<file path="src/common/tcf_pkg.sv">
/*
  constants for the paired timer configuration block: register addresses,
  field positions, reset values and clock divide counts.
  assumes an 8-bit special function register bus with 8-bit addresses.
*/
package tcf_pkg;

  // ***************************************************************
  // register addresses, index 0 is timer 4, index 1 is timer 5
  // ***************************************************************
  localparam logic [7:0] TCF_T4_CFG_ADDR = 8'hc9;
  localparam logic [7:0] TCF_T4_CAPL_ADDR = 8'hca;
  localparam logic [7:0] TCF_T4_CAPH_ADDR = 8'hcb;
  localparam logic [7:0] TCF_T4_CNTL_ADDR = 8'hcc;
  localparam logic [7:0] TCF_T4_CNTH_ADDR = 8'hcd;
  localparam logic [7:0] TCF_T5_CFG_ADDR = 8'h96;
  localparam logic [7:0] TCF_T5_CAPL_ADDR = 8'h92;
  localparam logic [7:0] TCF_T5_CAPH_ADDR = 8'h93;
  localparam logic [7:0] TCF_T5_CNTL_ADDR = 8'h94;
  localparam logic [7:0] TCF_T5_CNTH_ADDR = 8'h95;

  // ***************************************************************
  // configuration register fields and reset values
  // ***************************************************************
  localparam int TCF_CLK_SEL_LSB = 3;
  localparam int TCF_TOG_STATE_BIT = 2;
  localparam int TCF_TOG_OE_BIT = 1;
  localparam int TCF_DEC_EN_BIT = 0;
  localparam logic [7:0] TCF_CFG_RESET = 8'h00;
  localparam logic [15:0] TCF_CNT_RESET = 16'h0000;
  localparam logic [15:0] TCF_CNT_MAX = 16'hffff;

  // ***************************************************************
  // count clock selection and divide counts
  // ***************************************************************
  localparam logic [1:0] TCF_SEL_DIV12 = 2'b00;
  localparam logic [1:0] TCF_SEL_SYS = 2'b01;
  localparam logic [1:0] TCF_SEL_EXT8 = 2'b10;
  localparam logic [1:0] TCF_SEL_DIV2 = 2'b11;
  localparam int TCF_DIV_SLOW = 12;
  localparam int TCF_DIV_FAST = 2;
  localparam int TCF_DIV_EXT = 8;

endpackage : tcf_pkg

</file>
<file path="src/common/tcf_tick_if.sv">
/*
  carrier between a timer channel and its count clock prescaler.
  assumes both ends run on the one system clock.
*/
`timescale 1ns/100ps

interface tcf_tick_if;
  logic [1:0] count_clock_select;
  logic ext_clk;
  logic tick;

  modport ctl (output count_clock_select, output ext_clk, input tick);
  modport gen (input count_clock_select, input ext_clk, output tick);
endinterface : tcf_tick_if

</file>
<file path="src/core/tcf_prescale.sv">
/*
  count clock prescaler for one timer: system clock / 12, / 1, / 2 or
  external clock synchronised and divided by 8; emits one-cycle ticks.
  assumes the external clock is slower than half the system clock.
*/
`timescale 1ns/100ps

module tcf_prescale
  import tcf_pkg::*;
(
  input wire logic ref_clk_in,
  input wire logic rst_b_in,
  tcf_tick_if.gen tk
);

  logic [3:0] div_cnt;
  logic [2:0] ext_cnt;
  logic ext_meta;
  logic ext_sync;
  logic ext_prev;
  logic ext_rise;
  logic [3:0] div_last;

  // ***************************************************************
  // system clock divider
  // ***************************************************************
  always_comb begin
    div_last = 4'(TCF_DIV_FAST - 1);
    if (tk.count_clock_select == TCF_SEL_DIV12) begin
      div_last = 4'(TCF_DIV_SLOW - 1);
    end
  end

  always_ff @(posedge ref_clk_in or negedge rst_b_in) begin
    if (!rst_b_in) begin
      div_cnt <= 4'h0;
    end else if (div_cnt >= div_last) begin
      div_cnt <= 4'h0;
    end else begin
      div_cnt <= div_cnt + 4'h1;
    end
  end

  // ***************************************************************
  // external clock synchroniser and divide by 8
  // ***************************************************************
  always_ff @(posedge ref_clk_in or negedge rst_b_in) begin
    if (!rst_b_in) begin
      ext_meta <= 1'b0;
      ext_sync <= 1'b0;
      ext_prev <= 1'b0;
    end else begin
      ext_meta <= tk.ext_clk;
      ext_sync <= ext_meta;
      ext_prev <= ext_sync;
    end
  end

  assign ext_rise = ext_sync & ~ext_prev;

  always_ff @(posedge ref_clk_in or negedge rst_b_in) begin
    if (!rst_b_in) begin
      ext_cnt <= 3'h0;
    end else if (ext_rise) begin
      ext_cnt <= ext_cnt + 3'h1;
    end
  end

  // ***************************************************************
  // tick selection
  // ***************************************************************
  always_comb begin
    case (tk.count_clock_select)
      TCF_SEL_SYS: tk.tick = 1'b1;
      TCF_SEL_EXT8: tk.tick = ext_rise && (ext_cnt == 3'(TCF_DIV_EXT - 1));
      default: tk.tick = (div_cnt == div_last);
    endcase
  end

endmodule : tcf_prescale

</file>
<file path="src/core/tcf_timer_pair.sv">
/*
  two identical 16-bit timers with their configuration, capture/reload
  and count registers on the special function register bus.
  assumes run, mode and edge enable bits come from the control register
  logic outside; index 0 is timer 4 and index 1 is timer 5.
*/
// Notes on behaviour
// - select field 00 picks system clock /12, 01 undivided, 11 /2.
// - select 10 counts external clock divided by 8, synchronised first.
// - toggle enable set drives the toggle state onto the pin, else none.
// - decrement enable clear: count up only, external input level ignored.
// - decrement enable set: input low counts down, input high counts up.
// - direction follows the external input level, not its edges.
// - level direction only in auto-reload with edges enabled; else an edge reloads (auto-reload) or captures (capture mode).
// - auto-reload: pair holds reload value; capture mode: pair takes count.
// - timer counts only while run control is set.
`timescale 1ns/100ps

module tcf_timer_pair
  import tcf_pkg::*;
#(
  parameter int NUM_TIMERS = 2
)
(
  input wire logic ref_clk_in,
  input wire logic rst_b_in,
  input wire logic [7:0] sfr_addr_in,
  input wire logic sfr_wr_in,
  input wire logic sfr_rd_in,
  input wire logic [7:0] sfr_wdata_in,
  output logic [7:0] sfr_rdata_out,
  input wire logic [NUM_TIMERS-1:0] ext_clk_in,
  input wire logic [NUM_TIMERS-1:0] external_timer_input_in,
  input wire logic [NUM_TIMERS-1:0] run_control_in,
  input wire logic [NUM_TIMERS-1:0] counter_select_in,
  input wire logic [NUM_TIMERS-1:0] capture_reload_select_in,
  input wire logic [NUM_TIMERS-1:0] external_input_enable_in,
  input wire logic [NUM_TIMERS-1:0] external_event_flag_clear_in,
  output logic [NUM_TIMERS-1:0] external_event_flag_out,
  output logic [NUM_TIMERS-1:0] overflow_out,
  output logic [NUM_TIMERS-1:0] toggle_pin_out,
  output logic [NUM_TIMERS-1:0] toggle_pin_oe_out
);

  logic [7:0] rd_word [NUM_TIMERS];
  logic [NUM_TIMERS-1:0] rd_hit;
  logic [7:0] next_rdata;

  genvar gi;
  generate
    for (gi = 0; gi < NUM_TIMERS; gi++) begin : g_tmr
      // ***************************************************************
      // per timer register addresses
      // ***************************************************************
      localparam logic [7:0] A_CFG = (gi == 0) ? TCF_T4_CFG_ADDR : TCF_T5_CFG_ADDR;
      localparam logic [7:0] A_CAPL = (gi == 0) ? TCF_T4_CAPL_ADDR : TCF_T5_CAPL_ADDR;
      localparam logic [7:0] A_CAPH = (gi == 0) ? TCF_T4_CAPH_ADDR : TCF_T5_CAPH_ADDR;
      localparam logic [7:0] A_CNTL = (gi == 0) ? TCF_T4_CNTL_ADDR : TCF_T5_CNTL_ADDR;
      localparam logic [7:0] A_CNTH = (gi == 0) ? TCF_T4_CNTH_ADDR : TCF_T5_CNTH_ADDR;

      logic [1:0] count_clock_select;
      logic toggle_output_state;
      logic toggle_output_enable;
      logic decrement_enable;
      logic [15:0] capture_reload;
      logic [15:0] count;
      logic external_event_flag;
      logic ext_in_prev;
      logic ext_fall;
      logic step;
      logic count_down;
      logic auto_reload;
      logic wrap_up;
      logic wrap_down;
      logic edge_event;
      logic reload_event;
      logic wr_cfg;
      logic wr_capl;
      logic wr_caph;
      logic wr_cntl;
      logic wr_cnth;
      logic [15:0] next_count;

      tcf_tick_if tk ();

      assign tk.count_clock_select = count_clock_select;
      assign tk.ext_clk = ext_clk_in[gi];

      tcf_prescale u_prescale (
        .ref_clk_in(ref_clk_in),
        .rst_b_in(rst_b_in),
        .tk(tk)
      );

      // ***************************************************************
      // register write decode
      // ***************************************************************
      assign wr_cfg = sfr_wr_in && (sfr_addr_in == A_CFG);
      assign wr_capl = sfr_wr_in && (sfr_addr_in == A_CAPL);
      assign wr_caph = sfr_wr_in && (sfr_addr_in == A_CAPH);
      assign wr_cntl = sfr_wr_in && (sfr_addr_in == A_CNTL);
      assign wr_cnth = sfr_wr_in && (sfr_addr_in == A_CNTH);

      // ***************************************************************
      // count events and direction
      // ***************************************************************
      always_ff @(posedge ref_clk_in or negedge rst_b_in) begin
        if (!rst_b_in) begin
          ext_in_prev <= 1'b1;
        end else begin
          ext_in_prev <= external_timer_input_in[gi];
        end
      end

      assign ext_fall = ext_in_prev & ~external_timer_input_in[gi];
      assign auto_reload = ~capture_reload_select_in[gi];
      // counter function steps on input falling edges, timer function on ticks
      assign step = run_control_in[gi] && (counter_select_in[gi] ? ext_fall : tk.tick);
      assign count_down = decrement_enable && external_input_enable_in[gi] && auto_reload
                          && !external_timer_input_in[gi];
      assign wrap_up = step && !count_down && (count == TCF_CNT_MAX);
      assign wrap_down = step && count_down && (count == capture_reload);
      assign edge_event = external_input_enable_in[gi] && ext_fall
                          && (capture_reload_select_in[gi] || !decrement_enable);
      assign reload_event = auto_reload && (wrap_up || wrap_down || edge_event);

      always_comb begin
        next_count = count;
        if (auto_reload && edge_event) begin
          next_count = capture_reload;
        end else if (wrap_up) begin
          next_count = auto_reload ? capture_reload : TCF_CNT_RESET;
        end else if (wrap_down) begin
          next_count = TCF_CNT_MAX;
        end else if (step) begin
          next_count = count_down ? count - 16'h0001 : count + 16'h0001;
        end
      end

      // ***************************************************************
      // counter and capture/reload registers
      // ***************************************************************
      always_ff @(posedge ref_clk_in or negedge rst_b_in) begin
        if (!rst_b_in) begin
          count <= TCF_CNT_RESET;
        end else begin
          count <= next_count;
          if (wr_cntl) begin
            count[7:0] <= sfr_wdata_in;
          end
          if (wr_cnth) begin
            count[15:8] <= sfr_wdata_in;
          end
        end
      end

      always_ff @(posedge ref_clk_in or negedge rst_b_in) begin
        if (!rst_b_in) begin
          capture_reload <= TCF_CNT_RESET;
        end else begin
          if (capture_reload_select_in[gi] && edge_event) begin
            capture_reload <= count;
          end
          if (wr_capl) begin
            capture_reload[7:0] <= sfr_wdata_in;
          end
          if (wr_caph) begin
            capture_reload[15:8] <= sfr_wdata_in;
          end
        end
      end

      // ***************************************************************
      // configuration register and toggle state
      // ***************************************************************
      always_ff @(posedge ref_clk_in or negedge rst_b_in) begin
        if (!rst_b_in) begin
          count_clock_select <= TCF_CFG_RESET[TCF_CLK_SEL_LSB +: 2];
          toggle_output_enable <= TCF_CFG_RESET[TCF_TOG_OE_BIT];
          decrement_enable <= TCF_CFG_RESET[TCF_DEC_EN_BIT];
        end else if (wr_cfg) begin
          count_clock_select <= sfr_wdata_in[TCF_CLK_SEL_LSB +: 2];
          toggle_output_enable <= sfr_wdata_in[TCF_TOG_OE_BIT];
          decrement_enable <= sfr_wdata_in[TCF_DEC_EN_BIT];
        end
      end

      always_ff @(posedge ref_clk_in or negedge rst_b_in) begin
        if (!rst_b_in) begin
          toggle_output_state <= TCF_CFG_RESET[TCF_TOG_STATE_BIT];
        end else if (wr_cfg) begin
          toggle_output_state <= sfr_wdata_in[TCF_TOG_STATE_BIT];
        end else if (reload_event && !counter_select_in[gi] && toggle_output_enable) begin
          toggle_output_state <= ~toggle_output_state;
        end
      end

      // ***************************************************************
      // external event flag, set wins over clear
      // ***************************************************************
      always_ff @(posedge ref_clk_in or negedge rst_b_in) begin
        if (!rst_b_in) begin
          external_event_flag <= 1'b0;
        end else if (edge_event) begin
          external_event_flag <= 1'b1;
        end else if (external_event_flag_clear_in[gi]) begin
          external_event_flag <= 1'b0;
        end
      end

      always_ff @(posedge ref_clk_in or negedge rst_b_in) begin
        if (!rst_b_in) begin
          overflow_out[gi] <= 1'b0;
        end else begin
          overflow_out[gi] <= wrap_up || wrap_down;
        end
      end

      assign external_event_flag_out[gi] = external_event_flag;
      assign toggle_pin_out[gi] = toggle_output_enable & toggle_output_state;
      assign toggle_pin_oe_out[gi] = toggle_output_enable;

      // ***************************************************************
      // read mux for this timer
      // ***************************************************************
      always_comb begin
        rd_hit[gi] = 1'b1;
        rd_word[gi] = 8'h00;
        if (sfr_addr_in == A_CFG) begin
          rd_word[gi][TCF_CLK_SEL_LSB +: 2] = count_clock_select;
          rd_word[gi][TCF_TOG_STATE_BIT] = toggle_output_state;
          rd_word[gi][TCF_TOG_OE_BIT] = toggle_output_enable;
          rd_word[gi][TCF_DEC_EN_BIT] = decrement_enable;
        end else if (sfr_addr_in == A_CAPL) begin
          rd_word[gi] = capture_reload[7:0];
        end else if (sfr_addr_in == A_CAPH) begin
          rd_word[gi] = capture_reload[15:8];
        end else if (sfr_addr_in == A_CNTL) begin
          rd_word[gi] = count[7:0];
        end else if (sfr_addr_in == A_CNTH) begin
          rd_word[gi] = count[15:8];
        end else begin
          rd_hit[gi] = 1'b0;
        end
      end
    end
  endgenerate

  // ***************************************************************
  // bus read data, unmapped addresses read zero
  // ***************************************************************
  always_comb begin
    next_rdata = 8'h00;
    for (int i = 0; i < NUM_TIMERS; i++) begin
      if (rd_hit[i]) begin
        next_rdata = rd_word[i];
      end
    end
  end

  always_ff @(posedge ref_clk_in or negedge rst_b_in) begin
    if (!rst_b_in) begin
      sfr_rdata_out <= 8'h00;
    end else if (sfr_rd_in) begin
      sfr_rdata_out <= next_rdata;
    end
  end

endmodule : tcf_timer_pair

</file>
<file path="config.mk">
export PLATFORM = sky130hd
export DESIGN_NAME = tcf_timer_pair
export DESIGN_NICKNAME = d
export VERILOG_FILES = /design/src/common/tcf_pkg.sv /design/src/common/tcf_tick_if.sv /design/src/core/tcf_prescale.sv /design/src/core/tcf_timer_pair.sv
export SDC_FILE = /design/constraint.sdc
export NUM_CORES = 1
export LEC_CHECK = 0
export BUFFER_PORTS_ARGS = -buffer_cell sky130_fd_sc_hd__buf_4
export CAP_MARGIN = 30
export CORE_MARGIN = 2
export CORE_UTILIZATION = 56
export DETAILED_ROUTE_END_ITERATION = 10
export PLACE_DENSITY = 0.77
export SLEW_MARGIN = 25
export SYNTH_ARGS = -nofsm -noshare
export SYNTH_HDL_FRONTEND = slang
export SYNTH_SLANG_ARGS = --single-unit
</file>
<file path="constraint.sdc">
create_clock -name ref_clk_in -period 2.7 [get_ports ref_clk_in]
set_input_delay 0.135 -clock ref_clk_in [delete_from_list [all_inputs] [get_ports ref_clk_in]]
set_output_delay 0.135 -clock ref_clk_in [all_outputs]
set_load 0.005 [all_outputs]
</file>
# == After elaboration in Yosys (flattened, before gate mapping) ==
# Cells that the tools add are included.
# classes
n_addsub,8
order_cmp,2
n_eq_ne,22
n_mux,62
bitwise_logic,14
reduce_logical,70
# ops
op,n
$mux 16,14
$mux 8,18
$eq 8x8->1 const B,10
$logic_and 1x1->1,42
$add 16x1->16 const B,2
$eq 16x16->1,2
$eq 16x16->1 const B,2
$sub 16x1->16 const B,2
$mux 1,20
$reduce_bool 5->1,4
$mux 4,4
$reduce_bool 2->1,8
$mux 5,2
$add 4x1->4 const B,2
$eq 4x4->1,2
$ge 4x4->1,2
$logic_not 1->1,8
$not 1->1,8
$add 3x1->3 const B,2
$and 1x1->1,6
$eq 3x3->1 const B,2
$logic_or 1x1->1,6
$mux 3,2
$eq 2x1->1 const B,2
other kinds (3),6
# word_totals
regBits,108
in_bits,34
word_cells,211

# == Longest topological paths before layout ==
# depth
ltp_word,15
mapped_depth,13
mapped_depth_nobuf,11

# == Hierarchy ==
# Synthesis repeated with hierarchy kept, for this count alone.
# unflattened
hier_cells,945
area_unflattened_um2,8216.6
# modules_own_cells
module,n_inst,cells_each,area_per_inst_um2,seq_area_each_um2
tcf_timer_pair,1,867,7245.7,2204.6
tcf_prescale,2,39,485.5,250.2

# == Worst setup path after synthesis ==
# No wires, ideal clock.
# synth_path
kind,register to register
from,reg g_tmr[0].decrement_enable
to,reg g_tmr[0].count[15]
setup_ps,104
arrival_ps,2621
t_required_ps,2596
slack_ps,-25
stages_incl_launch_ff,10
path_buffers,0
cell_sequence,dfrtp_1 > and4bb_1 > ha_1 > a211oi_1 > o21bai_1 > a21oi_1 > o22ai_1 > o41ai_1 > xnor2_1 > a221oi_1
# synth_via
elab_chain_cells,9
word_cells_on_any_way,19
# synth_lines
item,line_no,source
start: declaration,tcf_timer_pair.sv:64,logic decrement_enable;
start signal: assignment,tcf_timer_pair.sv:180,decrement_enable <= TCF_CFG_RESET[TCF_DEC_EN_BIT];
start signal: assignment,tcf_timer_pair.sv:184,decrement_enable <= sfr_wdata_in[TCF_DEC_EN_BIT];
$logic_and 1x1->1 (2 in a row),tcf_timer_pair.sv:119,assign count_down = decrement_enable && external_input_enable_in[gi] && auto_reload
$logic_and 1x1->1,tcf_timer_pair.sv:120,&& !external_timer_input_in[gi];
"$mux 16, or another cell as far along",tcf_timer_pair.sv:136,next_count = count_down ? count - 16'h0001 : count + 16'h0001;
"$mux 16, or another cell as far along",tcf_timer_pair.sv:135,end else if (step) begin
$mux 16 or $logic_and 1x1->1 (tied branches),"tcf_timer_pair.sv:133, tcf_timer_pair.sv:121",
$mux 16,tcf_timer_pair.sv:131,end else if (wrap_up) begin
$mux 16,tcf_timer_pair.sv:129,if (auto_reload && edge_event) begin
$mux 8,tcf_timer_pair.sv:151,if (wr_cnth) begin
end signal: assignment,tcf_timer_pair.sv:147,count <= next_count;
end signal: assignment,tcf_timer_pair.sv:152,count[15:8] <= sfr_wdata_in;
end: declaration,tcf_timer_pair.sv:66,logic [15:0] count;
# Parallel ways exist; a longest one is shown, timed or not. The select of a mux whose other input is x is not followed.
# A chain may end at the register's enable or synchronous reset.

# == Worst setup path after layout ==
# layout_path
from,reg g_tmr[1].count_clock_select[0]
to,reg g_tmr[1].toggle_output_state
# layout_via
elab_chain_cells,14
word_cells_on_any_way,18
# layout_lines
item,line_no,source
start: declaration,tcf_timer_pair.sv:61,logic [1:0] count_clock_select;
start signal: assignment,tcf_timer_pair.sv:178,count_clock_select <= TCF_CFG_RESET[TCF_CLK_SEL_LSB +: 2];
start signal: assignment,tcf_timer_pair.sv:182,count_clock_select <= sfr_wdata_in[TCF_CLK_SEL_LSB +: 2];
$logic_not 2->1,tcf_prescale.sv:29,if (tk.count_clock_select == TCF_SEL_DIV12) begin
$mux 4,tcf_prescale.sv:29,
$eq 4x4->1,tcf_prescale.sv:76,default: tk.tick = (div_cnt == div_last);
$pmux 1 s2 *,tcf_prescale.sv:73,case (tk.count_clock_select)
$mux 1 *,tcf_timer_pair.sv:118,assign step = run_control_in[gi] && (counter_select_in[gi] ? ext_fall : tk.tick);
$logic_and 1x1->1 *,tcf_timer_pair.sv:118,
$logic_and 1x1->1 (on tied branches) (2 in a row),"tcf_timer_pair.sv:121, tcf_timer_pair.sv:122",
$logic_or 1x1->1 * (2 in a row),tcf_timer_pair.sv:125,assign reload_event = auto_reload && (wrap_up || wrap_down || edge_event);
$logic_and 1x1->1 *,tcf_timer_pair.sv:125,
$logic_and 1x1->1 * (2 in a row),tcf_timer_pair.sv:193,end else if (reload_event && !counter_select_in[gi] && toggle_output_enable) begin
$reduce_bool 2->1 (no line) *,n/a,
end signal: assignment,tcf_timer_pair.sv:190,toggle_output_state <= TCF_CFG_RESET[TCF_TOG_STATE_BIT];
end signal: assignment,tcf_timer_pair.sv:192,toggle_output_state <= sfr_wdata_in[TCF_TOG_STATE_BIT];
end signal: assignment,tcf_timer_pair.sv:194,toggle_output_state <= ~toggle_output_state;
end: declaration,tcf_timer_pair.sv:62,logic toggle_output_state;
# Mark *: on every way between the ends. The rest lies on a longest branch, timed or not.

==> impl_metrics.tcl <==
set metrics [dict create \
    status "finished, final reports clean" \
    clock_path_buffers 2 \
    cts_tree "yes" \
    drive_gt1_frac 0.189 \
    track_usage 0.331 \
    finalWeightedCongestion 0.984 \
    grt_pass1_vias 7723 \
    first_pass_iters 8 \
    cp_slowest_cell "dfrtp_1" \
    hold_depth 3 \
    synth_ff_type "dfrtp_1" \
    final_cell_mix "buf_4, dfrtp_1, nor2_1" \
    hold_class "input pin to flop" \
    min_period_ns 2.65 \
    ys_warn_count 0 \
    async_flop_share 1.00 \
    synth_edf_count 0 \
    placedCellCount 1226 \
    avgViaCountPerCell 6.42 \
    fp.dieW_um 126 \
    slowest_delay_ns 0.39 \
    cp_data_arrival_time_ns 2.89 \
    yosys.area.top_type "dfrtp_1" \
    cap_violations 0 \
    yosysSeqAreaShare 0.324 \
    crit_type "flop to flop" \
    syn_area_per_cell_um2 8.49 \
    grt_max_degree 55 \
    fp.coreArea_um2 14500 \
    numCtsBuffers 9 \
    drt_iter0_markers 1042 \
    drc 0 \
    finalSetupViolCount 0 \
    routedWlPerCell_um 20.7 \
    tightest_slew_ns 0.823 \
    wl_um 25900 \
    r2r_cells 12 \
    num_io_pins 50 \
    vias 8052 \
    fp-row-count 44 \
    synth_cell_type_count 78 \
    synth_top_cells_by_area "dfrtp_1, ha_1, a21oi_1" \
    clkLatencyLatePin_ns 0.36 \
    clock_sinks 108 \
    skew_ns 0.00728 \
    grt_first_pass_wirelength_um 41900 \
    grt_overflow 0 \
    tns_ns 0 \
    die_area_um2 15900 \
    antenna_found_initial 0 \
    hold_violations 0 \
    start_kind "flop" \
    worstPathCellList "inv_2 -> ha_4 -> inv_2 -> ha_4 -> nor4b_4 -> a22oi_2 -> a211oi_4 -> a32oi_4 -> buf_6 -> a2111oi_4 -> xnor2_1 -> a21oi_1" \
    initial_utilization 0.574 \
    portBuffers 49 \
    die_h_um 126 \
    netlist_area_um2 8340 \
    ctsHtreeMaxLevel 3 \
    final_common_cell "buf_4" \
    endpoint_kind "flop" \
    synth.net_count 1063 \
    leakage_uw 0.00437 \
    dp_hpwl_um 18800 \
    cts_root_buf "clkbuf_16" \
    final_cells 1254 \
    antenna_left 0 \
    grt_setup_unrepaired "yes" \
    syn_to_final_growth_pct 17.8 \
    num-nets-final 1145 \
    antenna_cells 0 \
    power_density_nw_per_um2 812 \
    synth-seq-cells 108 \
    drv_slew 0 \
    netlist.area_leader.share 0.318 \
    max-slew-margin-rel 0.447 \
    clk_pin_slew_ns 0.08 \
    worstPathRequired_ns 2.94 \
    min_period_over_period 0.983 \
    vdd_ir_drop_max_mv 0.464 \
    cp_max_fo 6 \
    fmax_mhz 377 \
    syn_inst 983 \
]
worst paths after layout:
check                                                           start                                       end  slack [ns]
min in group asynchronous                                    rst_b_in  g_tmr[0].u_prescale.div_cnt[2]$_DFF_PN0_        0.19
min reg2reg                    g_tmr[1].u_prescale.ext_meta$_DFF_PN0_    g_tmr[1].u_prescale.ext_sync$_DFF_PN0_        0.35
max in group asynchronous                                    rst_b_in            g_tmr[1].count[10]$_DFFE_PN0P_        1.70
max reg2reg                g_tmr[1].count_clock_select[0]$_DFFE_PN0P_  g_tmr[1].toggle_output_state$_DFFE_PN0P_        0.05
min                                   external_event_flag_clear_in[0]  g_tmr[0].external_event_flag$_DFFE_PN0P_        0.04
max                        g_tmr[1].count_clock_select[0]$_DFFE_PN0P_  g_tmr[1].toggle_output_state$_DFFE_PN0P_        0.05
flip-flops by register name (all words and copies together) (netlist names), 4 cells and up:
signal	count
g_tmr.count	32
g_tmr.u_prescale.div_cnt	8
sfr_rdata_out	8
g_tmr.capture_reload	32
g_tmr.u_prescale.ext_cnt	6
g_tmr.count_clock_select	4
cells in the mapped netlist, types with 5 or more instances:
| cell | number |
|---|---|
| o22ai_1 | 7 |
| nor2b_1 | 12 |
| a211oi_1 | 13 |
| buf_4 | 5 |
| o21a_1 | 5 |
| a21oi_1 | 83 |
| nand2b_1 | 8 |
| o31ai_1 | 7 |
| nor2_1 | 97 |
| xnor2_1 | 38 |
| mux2_2 | 12 |
| o21bai_1 | 7 |
| nand4_1 | 14 |
| nand2_1 | 79 |
| dfrtp_1 | 106 |
| xor2_1 | 23 |
| o311ai_0 | 8 |
| or3_1 | 16 |
| mux2i_1 | 39 |
| a221oi_1 | 12 |
| ha_1 | 44 |
| and3_1 | 7 |
| buf_2 | 8 |
| nand3_1 | 18 |
| and2_1 | 6 |
| nor3_1 | 24 |
| o211ai_1 | 6 |
| a21o_1 | 12 |
| clkbuf_1 | 36 |
| a22oi_1 | 5 |
| o21ai_0 | 80 |
| a31oi_1 | 16 |
| nor4_1 | 6 |
| inv_1 | 36 |
| o41ai_1 | 5 |
what timing repair did:
action | in CTS | in global routing
hold buffers | 6 | 0
pin swaps | 0 | 12
hold endpoints to repair | 25 | 0
endpoints found under the setup margin | 16 | 26
setup buffers | 0 | 6
gates resized for setup | 7 | 39
power by group:
part           switching, uW  total [uW]  internal (uW)
logic                   1830        3470           1640
registers                865        3020           2160
clock network            636        1480            847
total                   3330        7980           4650
stage by stage:
stage	worst slack, ns	instance area, um^2	util	hold slack (ns)	total power [uW]
after floorplan	0.113	8340	-	-0.161	5000
after CTS	0.00369	9620	0.662	0.0459	7790
final	0.0471	9830	0.676	0.0445	7980
after detailed placement	-0.0598	9200	0.633	0.0374	6270
after global placement	0.0106	9200	0.633	0.0328	6180
after global routing	-0.0865	9830	0.676	0.0594	8500
layer usage:
layer  vias to the layer above  share of wire  wire length, um  GRT usage
li1                       3768              -                -          -
met1                      3790           0.40            10500      0.442
met2                       400           0.47            12300      0.535
met3                        94          0.072             1870     0.0561
met4                         0          0.049             1270      0.138
met5                         -              0                0          0
critical path: cells and delay by family, from the launching register on:
family	cells	cell delay, ns
adders and majority gates	2	0.39
AOI/OAI and AO/OA	5	1.04
buffers and inverters	3	0.33
and+or+nand+nor	1	0.24
DFF	1	0.39
xor gates and xnor gates	1	0.16
layout make-up:
class                   count  area [um^2]
multi-input cells         783         5430
fillers                  1191         4710
flip-flops and latches    108         2710
repair buffers            126          993
clock buffers              10          239
well taps                 184          230
inverters                  37          139
clock inverters             6         92.6
kinds of logic (layout without fill, tap and decap cells):
group                      Yosys count  count (layout)  share of synthesized area
adders and majority gates           46              46                     0.0708
AOI/OAI and AO/OA                  306             306                      0.239
buffers and inverters               92             179                     0.0475
xor gates and xnor gates            61              61                     0.0640
DFF                                108             108                      0.324
muxes                               51              51                     0.0630
and+or+nand+nor                    319             319                      0.192
No activity file was read; power rests on OpenSTA's default activity.
